==> src/common/vbi_consts.vh <==
// Overview of operation
// - Line mode starts each line after the programmed count past horizontal reset end.
// - Four blanking bytes pack into each FIFO word; one pixel is two samples.
// - Per-line word count joins the high bit and low byte into nine bits.
// - Line mode runs in even or odd field only when that field's enable is set.
// - Samples arrive at eight times subcarrier and enter the FIFO as bytes.
// - Each line stops once the programmed word count has been written.
// - Line mode covers lines from the first after vertical reset to active start.
// - Capture settings change only at frame boundaries.
// - Line mode and frame mode may both run within one field.
// - Frame mode captures in the active region including blanking and sync samples.
// - Frame mode starts at the first active line, cut into 256-word blocks.
// - Frame mode captures 434 blocks (525-line) or 650 blocks (625-line), then stops.
// - Extension starts frame mode ten lines early, but never before line 1; host sets vertical delay to 2.
// - With extension the block counts are 450 and 674.
// - Frame mode needs the field's capture enable and raw colour format.
// - Frame stream is continuous across lines, never realigned to sync.
// - Blanking words go to the FIFO like pixel data for the DMA engine.
// - Vertical delay gives the lines skipped after vertical reset before active.
`ifndef VBI_CONSTS_VH
`define VBI_CONSTS_VH

// Register offsets (byte addresses)
`define OFF_CONTROL 4'h0
`define OFF_PACKET 4'h4
`define OFF_VERTICAL_LINE_DELAY 4'h8
`define OFF_STATUS 4'hC

// Control register fields
`define CTL_CAPTURE_EVEN 0
`define CTL_CAPTURE_ODD 1
`define CTL_RAW_EVEN 2
`define CTL_RAW_ODD 3
`define CTL_EXTENSION 4
`define CTL_LINE_MODE 5
`define CTL_WIDTH 6

// Packet register fields
`define PKT_LOW_LSB 0
`define PKT_START_LSB 8
`define PKT_HIGH_BIT 16

// Status register fields
`define STS_OVERFLOW 31
`define STS_FIELD_ODD 30
`define STS_FRAME_BUSY 29
`define STS_LINE_BUSY 28
`define STS_BLOCKS_LSB 16

// Reset values
`define RST_CONTROL 6'h00
`define RST_DWORD_LOW 8'h00
`define RST_DWORD_HIGH 1'h0
`define RST_START 8'h00
`define RST_VERTICAL_LINE_DELAY 10'h016

// Frame mode counts
`define BLOCK_BYTES 10'h3FF
`define BLOCKS_525 10'd434
`define BLOCKS_625 10'd650
`define BLOCKS_525_EXT 10'd450
`define BLOCKS_625_EXT 10'd674
`define EXT_LINES 10'd10

`endif

==> src/hw/blanking_byte_packer.v <==
`timescale 1ns/10ps
// Collects four bytes, first byte in the low lane, into one word
module blanking_byte_packer (
  // Clock and reset
  input wire sys_clk,
  input wire nrst,
  // Restart packing at lane zero
  input wire clear,
  // Byte side
  input wire byte_valid,
  input wire [7:0] byte_in,
  // Word side
  output reg word_valid,
  output reg [31:0] word_out
);

  reg [1:0] lane;
  reg [23:0] held;

  // Shift bytes into lanes and emit on the fourth
  always @(posedge sys_clk) begin
    if (!nrst) begin
      lane <= 2'h0;
      held <= 24'h000000;
      word_valid <= 1'b0;
      word_out <= 32'h00000000;
    end else begin
      word_valid <= 1'b0;
      if (clear) begin
        lane <= 2'h0;
      end else if (byte_valid) begin
        lane <= lane + 2'h1;
        case (lane)
          2'h0: held[7:0] <= byte_in;
          2'h1: held[15:8] <= byte_in;
          2'h2: held[23:16] <= byte_in;
          default: begin
            word_out <= {byte_in, held};
            word_valid <= 1'b1;
          end
        endcase
      end
    end
  end

endmodule

==> src/hw/vbi_capture_window_control.v <==
`timescale 1ns/10ps
`include "vbi_consts.vh"
// Blanking-interval capture window: line mode and frame mode
module vbi_capture_window_control #(
  // Blocks per field, normal and extended, per line standard
  parameter [9:0] BLOCK_LIMIT_525 = `BLOCKS_525,
  parameter [9:0] BLOCK_LIMIT_625 = `BLOCKS_625,
  parameter [9:0] BLOCK_LIMIT_525_EXT = `BLOCKS_525_EXT,
  parameter [9:0] BLOCK_LIMIT_625_EXT = `BLOCKS_625_EXT
) (
  // Clock and reset
  input wire sys_clk,
  input wire nrst,
  // Decoder timing, active high pulses
  input wire horizontal_reset_pulse,
  input wire vertical_reset_pulse,
  input wire field_odd,
  input wire std_625,
  // Decoder sample stream at eight times subcarrier
  input wire sample_valid,
  input wire [7:0] sample_data,
  // Register port
  input wire [3:0] reg_addr,
  input wire [31:0] reg_wdata,
  input wire reg_write,
  input wire reg_read,
  output reg [31:0] reg_rdata,
  // Capture FIFO side
  input wire fifo_full,
  output reg fifo_write,
  output reg [31:0] fifo_data,
  output reg fifo_frame_mode,
  output reg fifo_block_end
);

  // Staged settings written by software
  reg [`CTL_WIDTH-1:0] ctl_stage;
  reg [7:0] dword_low_stage;
  reg dword_high_stage;
  reg [7:0] start_stage;
  reg [9:0] vertical_line_delay_stage;

  // Settings in force for the current frame
  reg [`CTL_WIDTH-1:0] ctl_act;
  reg [8:0] blanking_dword_count;
  reg [7:0] blanking_line_start_count;
  reg [9:0] vertical_line_delay;

  // Timing state
  reg prev_h;
  reg prev_v;
  reg cur_odd;
  reg [9:0] line_cnt;

  // Line mode state
  reg line_busy;
  reg [8:0] sample_cnt;
  reg [10:0] line_bytes;

  // Frame mode state
  reg frame_busy;
  reg [9:0] block_bytes;
  reg [9:0] blocks_fed;
  reg [7:0] out_words;

  // Sticky error flag
  reg overflow;

  wire h_trail;
  wire v_lead;
  wire frame_boundary;
  wire [9:0] next_line;
  wire line_field_en;
  wire frame_field_en;
  wire line_go;
  wire frame_go;
  wire [9:0] frame_first_line;
  wire [9:0] block_limit;
  wire past_start;
  wire [10:0] line_byte_limit;
  wire line_feed;
  wire frame_feed;
  wire line_word_valid;
  wire [31:0] line_word;
  wire frame_word_valid;
  wire [31:0] frame_word;
  wire any_word;
  wire clear_overflow;

  // Edges of the decoder timing pulses
  assign h_trail = prev_h & ~horizontal_reset_pulse;
  assign v_lead = ~prev_v & vertical_reset_pulse;
  // A frame opens with the vertical reset that starts an odd field
  assign frame_boundary = v_lead & field_odd;
  assign next_line = line_cnt + 10'h001;

  // Field gating per mode
  assign line_field_en = ctl_act[`CTL_LINE_MODE] &
    (cur_odd ? ctl_act[`CTL_CAPTURE_ODD] :
     ctl_act[`CTL_CAPTURE_EVEN]);
  assign frame_field_en = cur_odd ?
    (ctl_act[`CTL_CAPTURE_ODD] & ctl_act[`CTL_RAW_ODD]) :
    (ctl_act[`CTL_CAPTURE_EVEN] & ctl_act[`CTL_RAW_EVEN]);

  // Line mode region: after vertical reset up to the active lines
  assign line_go = h_trail & line_field_en & (next_line >= 10'h001) &
    (next_line < vertical_line_delay);

  // Frame mode first line, moved up ten lines by the extension but never before line 1
  assign frame_first_line = !ctl_act[`CTL_EXTENSION] ?
    vertical_line_delay :
    ((vertical_line_delay > `EXT_LINES) ?
     (vertical_line_delay - `EXT_LINES) : 10'h001);
  assign frame_go = h_trail & frame_field_en & !frame_busy &
    (blocks_fed == 10'h000) & (next_line == frame_first_line);

  // Block count per field from line standard and extension
  assign block_limit = ctl_act[`CTL_EXTENSION] ?
    (std_625 ? BLOCK_LIMIT_625_EXT : BLOCK_LIMIT_525_EXT) :
    (std_625 ? BLOCK_LIMIT_625 : BLOCK_LIMIT_525);

  // Horizontal start counted in pixels, two samples each
  assign past_start = sample_cnt >= {blanking_line_start_count, 1'b0};
  assign line_byte_limit = {blanking_dword_count, 2'b00};
  assign line_feed = line_busy & sample_valid & past_start &
    (line_bytes < line_byte_limit);
  // Frame stream takes every sample, no realignment at line starts
  assign frame_feed = frame_busy & sample_valid;

  assign any_word = line_word_valid | frame_word_valid;
  assign clear_overflow = reg_write & (reg_addr == `OFF_STATUS) &
    reg_wdata[`STS_OVERFLOW];

  // Byte packer for line mode, restarted every line
  blanking_byte_packer u_line_packer (
    .sys_clk(sys_clk),
    .nrst(nrst),
    .clear(h_trail),
    .byte_valid(line_feed),
    .byte_in(sample_data),
    .word_valid(line_word_valid),
    .word_out(line_word)
  );

  // Byte packer for frame mode, restarted only at field start
  blanking_byte_packer u_frame_packer (
    .sys_clk(sys_clk),
    .nrst(nrst),
    .clear(v_lead),
    .byte_valid(frame_feed),
    .byte_in(sample_data),
    .word_valid(frame_word_valid),
    .word_out(frame_word)
  );

  // Staging registers written by software
  always @(posedge sys_clk) begin
    if (!nrst) begin
      ctl_stage <= `RST_CONTROL;
      dword_low_stage <= `RST_DWORD_LOW;
      dword_high_stage <= `RST_DWORD_HIGH;
      start_stage <= `RST_START;
      vertical_line_delay_stage <= `RST_VERTICAL_LINE_DELAY;
    end else if (reg_write) begin
      case (reg_addr)
        `OFF_CONTROL: ctl_stage <= reg_wdata[`CTL_WIDTH-1:0];
        `OFF_PACKET: begin
          dword_low_stage <= reg_wdata[`PKT_LOW_LSB+7:`PKT_LOW_LSB];
          start_stage <= reg_wdata[`PKT_START_LSB+7:`PKT_START_LSB];
          dword_high_stage <= reg_wdata[`PKT_HIGH_BIT];
        end
        `OFF_VERTICAL_LINE_DELAY: vertical_line_delay_stage <= reg_wdata[9:0];
        default: ;
      endcase
    end
  end

  // All settings move into force together at the frame boundary
  always @(posedge sys_clk) begin
    if (!nrst) begin
      ctl_act <= `RST_CONTROL;
      blanking_dword_count <= {`RST_DWORD_HIGH, `RST_DWORD_LOW};
      blanking_line_start_count <= `RST_START;
      vertical_line_delay <= `RST_VERTICAL_LINE_DELAY;
    end else if (frame_boundary) begin
      ctl_act <= ctl_stage;
      blanking_dword_count <= {dword_high_stage, dword_low_stage};
      blanking_line_start_count <= start_stage;
      vertical_line_delay <= vertical_line_delay_stage;
    end
  end

  // Line counter and field parity
  always @(posedge sys_clk) begin
    if (!nrst) begin
      prev_h <= 1'b0;
      prev_v <= 1'b0;
      cur_odd <= 1'b0;
      line_cnt <= 10'h000;
    end else begin
      prev_h <= horizontal_reset_pulse;
      prev_v <= vertical_reset_pulse;
      if (v_lead) begin
        cur_odd <= field_odd;
        line_cnt <= 10'h000;
      end else if (h_trail && line_cnt != 10'h3FF) begin
        line_cnt <= next_line;
      end
    end
  end

  // Line mode window: start offset, then a fixed number of words
  always @(posedge sys_clk) begin
    if (!nrst) begin
      line_busy <= 1'b0;
      sample_cnt <= 9'h000;
      line_bytes <= 11'h000;
    end else if (v_lead) begin
      line_busy <= 1'b0;
    end else if (h_trail) begin
      line_busy <= line_go;
      sample_cnt <= 9'h000;
      line_bytes <= 11'h000;
    end else if (line_busy && sample_valid) begin
      if (!past_start) begin
        sample_cnt <= sample_cnt + 9'h001;
      end else if (line_feed) begin
        line_bytes <= line_bytes + 11'h001;
        if (line_bytes + 11'h001 == line_byte_limit) begin
          line_busy <= 1'b0;
        end
      end else begin
        line_busy <= 1'b0;
      end
    end
  end

  // Frame mode: fixed number of 1024-byte blocks per field
  always @(posedge sys_clk) begin
    if (!nrst) begin
      frame_busy <= 1'b0;
      block_bytes <= 10'h000;
      blocks_fed <= 10'h000;
    end else if (v_lead) begin
      frame_busy <= 1'b0;
      block_bytes <= 10'h000;
      blocks_fed <= 10'h000;
    end else if (frame_go) begin
      frame_busy <= (block_limit != 10'h000);
    end else if (frame_feed) begin
      block_bytes <= block_bytes + 10'h001;
      if (block_bytes == `BLOCK_BYTES) begin
        blocks_fed <= blocks_fed + 10'h001;
        if (blocks_fed + 10'h001 == block_limit) begin
          frame_busy <= 1'b0;
        end
      end
    end
  end

  // Words go to the FIFO as ordinary pixel data; line mode wins a tie
  always @(posedge sys_clk) begin
    if (!nrst) begin
      fifo_write <= 1'b0;
      fifo_data <= 32'h00000000;
      fifo_frame_mode <= 1'b0;
      fifo_block_end <= 1'b0;
      out_words <= 8'h00;
    end else begin
      fifo_write <= any_word & !fifo_full;
      fifo_block_end <= 1'b0;
      if (v_lead) begin
        out_words <= 8'h00;
      end
      // A dropped word leaves the last written one on show
      if (line_word_valid) begin
        if (!fifo_full) begin
          fifo_data <= line_word;
          fifo_frame_mode <= 1'b0;
        end
      end else if (frame_word_valid) begin
        if (!fifo_full) begin
          fifo_data <= frame_word;
          fifo_frame_mode <= 1'b1;
        end
        if (!v_lead) begin
          out_words <= out_words + 8'h01;
        end
        fifo_block_end <= (out_words == 8'hFF) & !fifo_full;
      end
    end
  end

  // Sticky drop flag: a new drop wins over a clear in the same cycle
  always @(posedge sys_clk) begin
    if (!nrst) begin
      overflow <= 1'b0;
    end else if (any_word && fifo_full) begin
      overflow <= 1'b1;
    end else if (clear_overflow) begin
      overflow <= 1'b0;
    end
  end

  // Read data, valid the cycle after the read strobe
  always @(posedge sys_clk) begin
    if (!nrst) begin
      reg_rdata <= 32'h00000000;
    end else if (reg_read) begin
      case (reg_addr)
        `OFF_CONTROL: reg_rdata <= {26'h0000000, ctl_stage};
        `OFF_PACKET: reg_rdata <= {15'h0000, dword_high_stage,
          start_stage, dword_low_stage};
        `OFF_VERTICAL_LINE_DELAY: reg_rdata <= {22'h000000, vertical_line_delay_stage};
        `OFF_STATUS: reg_rdata <= {overflow, cur_odd, frame_busy,
          line_busy, 2'h0, blocks_fed, 6'h00, line_cnt};
        default: reg_rdata <= 32'h00000000;
      endcase
    end else begin
      reg_rdata <= 32'h00000000;
    end
  end

endmodule
==> config.mk <==
export PLATFORM = sky130hd
export DESIGN_NAME = vbi_capture_window_control
export DESIGN_NICKNAME = d
export VERILOG_FILES = /design/src/hw/blanking_byte_packer.v /design/src/hw/vbi_capture_window_control.v
export VERILOG_INCLUDE_DIRS = /design/src /design/src/common
export SDC_FILE = /design/constraint.sdc
export NUM_CORES = 1
export LEC_CHECK = 0
export ABC_AREA = 1
export BUFFER_PORTS_ARGS = -buffer_cell sky130_fd_sc_hd__buf_2
export CELL_PAD_IN_SITES_DETAIL_PLACEMENT = 0
export CELL_PAD_IN_SITES_GLOBAL_PLACEMENT = 2
export CORE_AREA = 2 2 152 302
export DETAILED_ROUTE_END_ITERATION = 8
export DIE_AREA = 0 0 154 304
export PLACE_DENSITY = 0.72
export SYNTH_ARGS = -nofsm -noshare
export SYNTH_HDL_FRONTEND = slang
export SYNTH_SLANG_ARGS = --single-unit
==> constraint.sdc <==
create_clock -name sys_clk -period 2.1 [get_ports sys_clk]
set_input_delay 0.525 -clock sys_clk [delete_from_list [all_inputs] [get_ports sys_clk]]
set_output_delay 0.525 -clock sys_clk [all_outputs]
set_load 0.02 [all_outputs]
* Word-level counts from Yosys, hierarchy flattened
Index checks and enable logic that the tools add are counted.
** Storage, ports and cells
- Register bits :: 315
- Bits of input ports :: 54
- Output and inout port bits :: 67
- Word-level logic and storage cells :: 186
** Cells by class
- Add/sub/neg operators :: 9
- $lt $le $gt $ge :: 5
- Equal/unequal tests :: 17
- Multiplexer cells :: 40
- Bitwise logic cells :: 33
- Reductions and logical operators :: 44
** Operators by type and width (number)
- 32-bit 2-to-1 mux :: 4
- 32-bit case mux with 4 select lines :: 1
- 10-bit 2-to-1 mux :: 5
- 11-bit 2-to-1 mux :: 4
- 3-bit AND reduction :: 13
- 8-bit 2-to-1 mux :: 4
- 10-bit by 1-bit adder with 10-bit output, second input constant :: 3
- 9-bit 2-to-1 mux :: 3
- 1-bit bitwise AND :: 21
- 10-bit equality test :: 2
- 1-bit 2-to-1 mux :: 19
- 2-bit nonzero test :: 8
- 3-bit OR reduction :: 5
- 11-bit by 1-bit adder with 11-bit output, second input constant :: 1
- 11-bit equality test :: 1
- 11-bit less-than comparator :: 1
- 1-bit inverter :: 11
- 10-bit equality test, second input constant :: 1
- 10-bit by 1-bit >= comparator with 1-bit output, second input constant :: 1
- 10-bit by 4-bit > comparator with 1-bit output, second input constant :: 1
- 10-bit logical NOT :: 1
- 10-bit less-than comparator :: 1
- 10-bit != test, second input constant :: 1
- 2-bit AND reduction :: 5
- other kinds (20) :: 31

* Longest topological paths before layout
- Depth after elaboration :: 8
- Mapped depth :: 21
- Mapped depth without buffers :: 20

* Modules after synthesis
Synthesis repeated with hierarchy kept, for this count alone.
** Unflattened totals
- Cell total of the unflattened synthesis :: 2039
- Area total of the unflattened synthesis :: 14198.6 µm²
** Modules (own cells, without submodules)
- vbi_capture_window_control :: instances 1, cells an instance 1287, area an instance 9318.9 µm², sequential area each 3903.7 µm²
- blanking_byte_packer :: instances 2, cells an instance 376, area an instance 2439.8 µm², sequential area each 1181.1 µm²

* Worst setup path before layout
Ideal clock, no wire load.
- Path type :: register to register
- From :: reg line_cnt[0]
- To :: reg line_busy
- Setup time :: 0.115 ns
- Arrival :: 1.932 ns
- Required time :: 1.985 ns
- Setup slack :: 0.053 ns
- Cell stages (with the launch flop) :: 20
- Path buffers :: 1
- Clock period less this slack :: 2.047 ns
- Cells stage by stage :: dfxtp_1 > clkbuf_1 > inv_1 > ha_1 > ha_1 > nand2_1 > nand2_1 > nand2_1 > nand2_1 > nand2_1 > nand2_1 > nand2_1 > nand2_1 > nand2_1 > nand2_1 > nand2_1 > nand2_1 > nand3_1 > nand2_1 > nor2_1
** Between the ends
- Longest elaborated chain between the ends :: 5
- Elaborated cells between the ends (all ways) :: 6
- Those cells by class :: add/sub: 1; order compare: 2; mux: 1; bitwise: 2
** Ends and longest elaborated chain
- start: declaration :: line vbi_capture_window_control.v:53 : reg [9:0] line_cnt;
- start signal: assignment :: line vbi_capture_window_control.v:207 : line_cnt <= next_line;
- 10-bit by 1-bit adder with 10-bit output * :: line vbi_capture_window_control.v:95 : assign next_line = line_cnt + 10'h001;
- via next_line[0] :: line vbi_capture_window_control.v:72 : wire [9:0] next_line;
- 10-bit by 1-bit >= comparator with 1-bit output :: line vbi_capture_window_control.v:106 : assign line_go = h_trail & line_field_en & (next_line >= 10'h001) &
- 1-bit bitwise AND :: line vbi_capture_window_control.v:106
- 1-bit bitwise AND * :: line vbi_capture_window_control.v:106
- 1-bit 2-to-1 mux * :: line vbi_capture_window_control.v:220 : end else if (h_trail) begin
- end signal: assignment :: line vbi_capture_window_control.v:221 : line_busy <= line_go;
- end: declaration :: line vbi_capture_window_control.v:56 : reg line_busy;
The timed path passes the listed nets; every way through them passes the cells marked *.
A chain may end at the register's enable or synchronous reset.

* Worst setup path in the final report
- From :: reg blanking_line_start_count[1]
- To :: reg u_line_packer.word_out[5]
** Between the ends
- Longest elaborated chain between the ends :: 4
** Ends and longest elaborated chain
- start: declaration :: line vbi_capture_window_control.v:46 : reg [7:0] blanking_line_start_count;
- start signal: assignment :: line vbi_capture_window_control.v:183 : blanking_line_start_count <= `RST_START;
- start signal: assignment :: line vbi_capture_window_control.v:188 : blanking_line_start_count <= start_stage;
- 9-bit >= comparator :: line vbi_capture_window_control.v:123 : assign past_start = sample_cnt >= {blanking_line_start_count, 1'b0};
- 1-bit bitwise AND (2 in series) :: line vbi_capture_window_control.v:125 : assign line_feed = line_busy & sample_valid & past_start &
- 3-bit AND reduction (no source line)
- end signal: assignment :: line blanking_byte_packer.v:38 : word_out <= {byte_in, held};
- end: declaration :: line blanking_byte_packer.v:14 : output reg [31:0] word_out
Every way passes these cells.

==> results.ini <==
[status]
status = finished, violations left
violations = setup timing

[route]
vias = 12500
drc = 0
wl_met2_um = 19600
routed_wl_um = 42600
drtPass1Iterations = 7
first_iter_violations = 670
viasPerCell = 4.79
drt.antenna.violating_nets = 0
wl_met1_um = 20500
dr_wl_met3_um = 1570
wl_per_cell_um = 16.4
topRoutingLayerUsed = met4

[clocking]
cts_hold_buf = 0
cts.sinks = 313
numCtsBuffers = 30
cts_buffer_depth = 3
htreeDepth = 1
clkTransAtPathRegs_ps = 70
root_buffer = clkbuf_16
clk_latency_ps = 600
cts_tree = done

[floorplanning]
coreArea_um2 = 44700
die_x_um = 154
dieArea_um2 = 46800
start_util = 0.304
fp-row-count = 110
die_y_um = 304
ioPinCount = 121

[grt]
grt_pass1_vias = 11900
grt_pass1_wl_um = 66700
grt_max_degree = 79
grt.total_usage = 0.177
overflow = 0
antenna_found_initial = 0

[sta]
period_share = 1.03
hold_viol = 0
slew_headroom = 0.649
worstMarginPinSlew_ps = 523
skew_ps = 24.8
rsz0062_at_grt = yes
tns_ps = -1210
setup_viol = 32
finalWorstSetupSlack_ps = -63.4
max_freq_mhz = 462
min_period_ps = 2160
slew_viol_final = 0

[pwr]
finalPower_w = 0.0129
switching_share = 0.242
ir_worst_vdd_v = 0.000522
p_leak_nw = 7.07
pwr-share-seq = 0.469
power_frac_comb = 0.068
pwr_density_cell_nw_per_um2 = 736
pwr-share-clk = 0.463
intPower_w = 0.00977
p_sw_w = 0.00312

[yosys]
synth_seq_cells = 313
synth_cell_types = 46
synth_area_um2 = 13600
avgSynthCellArea_um2 = 7.39
synth_top_cell_by_area = dfxtp_1
ys.flop_type = dfxtp_1
synth.area.top_cells = dfxtp_1, nand2_1, a21oi_1, o21ai_0, nor2_1
netlist.area_leader.share = 0.461
ys_seq_area_frac = 0.461
yosysWarnings = 0
async_flop_share = 0
synth_edf_count = 0
synth_cells = 1840

[placement]
placed_area_um2 = 15500
dp_slack_ps = -81.8
portBuffers = 104
dp.final_hpwl_um = 29800
gp_congestion = 0.801

[critical_path]
cpMostUsedCell = nor2_1
start_kind = register
worst-endpoint-arrival_ps = 2660
crit_path_end_kind = register
cp_cell_sequence = inv_2 -> ha_4 -> inv_2 -> nor2_2 -> nor2_1 -> o21ai_1 -> nand2_1 -> nand3_4 -> nand3_4 -> buf_12 -> nor2_4 -> clkinv_4 -> clkbuf_16 -> nor2_1 -> nor2_1
r2r_start = blanking_line_start_count[1]
crit_start = blanking_line_start_count[1]
cp_slowest_stage_delay_ps = 320
slowest_stage = dfxtp_2
critPathRequiredTime_ps = 2590
cp_max_fo = 8
critPathKind = reg2reg

[layout]
layout_common_cells = nand2_1, dfxtp_1, a21oi_1
n_antenna_cell = 0
regArea_um2 = 6290
area_growth_pct = 28.8
drive_gt1_frac = 0.225
fillers = 4671
final_common_cell = nand2_1
final_nets = 2118
fin_util = 0.392
post-route-cell-area_um2 = 17500
multi_input_area_um2 = 7020

[hold_path]
hold_start = vertical_reset_pulse
hold_class = in2reg

[job]
maxCapViolCount = 0

==> sequential cells by signal, indices dropped and copies added (netlist names), 6 cells and up <==
name / count
blanking_dword_count: 9
blanking_line_start_count: 8
block_bytes: 10
blocks_fed: 10
ctl_act: 6
ctl_stage: 6
dword_low_stage: 8
fifo_data: 32
line_bytes: 11
line_cnt: 10
out_words: 8
reg_rdata: 30
sample_cnt: 9
start_stage: 8
u_frame_packer.held: 24
u_frame_packer.word_out: 32
u_line_packer.held: 24
u_line_packer.word_out: 32
vertical_line_delay: 10
vertical_line_delay_stage: 10
==> worst max-delay path: cells and delay by family (launching register included) <==
kind	cells	cell delay, ps
AOI/OAI and AO/OA	1	140
adders and majority gates	1	260
DFF	1	320
buffers and inverters	5	580
and+or+nand+nor	8	780
==> cells in the mapped netlist (3+ instances only) <==
master	instances
nand2_1	365
dfxtp_1	313
nor2_1	195
a21oi_1	180
o21ai_0	159
inv_1	154
nand3_1	127
clkbuf_1	72
ha_1	46
a31oi_1	32
nor3_1	32
o21ai_1	24
nand4_1	21
buf_2	16
xor2_1	12
o22ai_1	11
inv_2	10
a221oi_1	6
o211ai_1	5
a211oi_1	4
or2_2	4
xnor2_1	4
a21oi_2	3
buf_4	3
clkinv_1	3
nand2_2	3
nand2_4	3
nand3_2	3
nor2_2	3
nor3_2	3
o221ai_1	3
or2_1	3
==> kinds of logic (layout without fill, tap and decap cells) <==
| kind of cell | count (synthesis) | count (layout) | share of synthesized area |
|---|---|---|---|
| flip-flops | 313 | 313 | 0.461 |
| adder cells (fa/ha/maj) | 46 | 46 | 0.0423 |
| AND/OR/NAND/NOR | 772 | 773 | 0.243 |
| other | 1 | 2 | 0.000276 |
| AO/OA/AOI/OAI | 431 | 431 | 0.168 |
| buffers and inverters | 261 | 460 | 0.0752 |
| XOR/XNOR | 16 | 16 | 0.0103 |
==> layout make-up <==
type,instances,area share
Timing Repair Buffer,237,0.100
Tap cell,560,0.0400
Inverter,168,0.0388
Clock inverter,15,0.0130
Clock buffer,40,0.0484
Multi-Input combinational cell,1268,0.400
Sequential cell,313,0.359
==> metal layers <==
metal	global-route usage	vias to the layer above
li1	-	6447
met1	0.248	5731
met2	0.289	230
met3	0.0189	49
met4	0.0478	0
met5	0	-
==> power groups by stage <==
stage / registers, W / logic [W] / clock network, W
final: 0.00604 / 0.000875 / 0.00597
after CTS: 0.00604 / 0.000818 / 0.00618
after global routing: 0.00605 / 0.000975 / 0.00637
after floorplan: 0.00617 / 0.000437 / 0
after detailed placement: 0.00617 / 0.000798 / 0
after global placement: 0.00617 / 0.000800 / 0
==> per-stage QoR <==
step	hold WS (ps)	std cells
floorplan	421	1841
global placement	446	2533
detailed placement	450	2533
CTS	101	2592
global route	120	2601
finish	136	2601
==> what timing repair did <==
action                     4_1_cts  5_1_grt
buffers inserted                 4        7
hold endpoints to repair         0        0
resized for setup               18      190
setup endpoints to repair       28       74
pin swaps                        3       43
gates cloned                     0        3
==> final timing paths <==
check	end	slack [ps]	cells after the start
max reg2reg	u_line_packer.word_out[5]	-60	15
min	prev_v	140	3
max	u_line_packer.word_out[5]	-60	15
min reg2reg	ctl_act[3]	460	2
No activity file was read; power rests on OpenSTA's default activity.
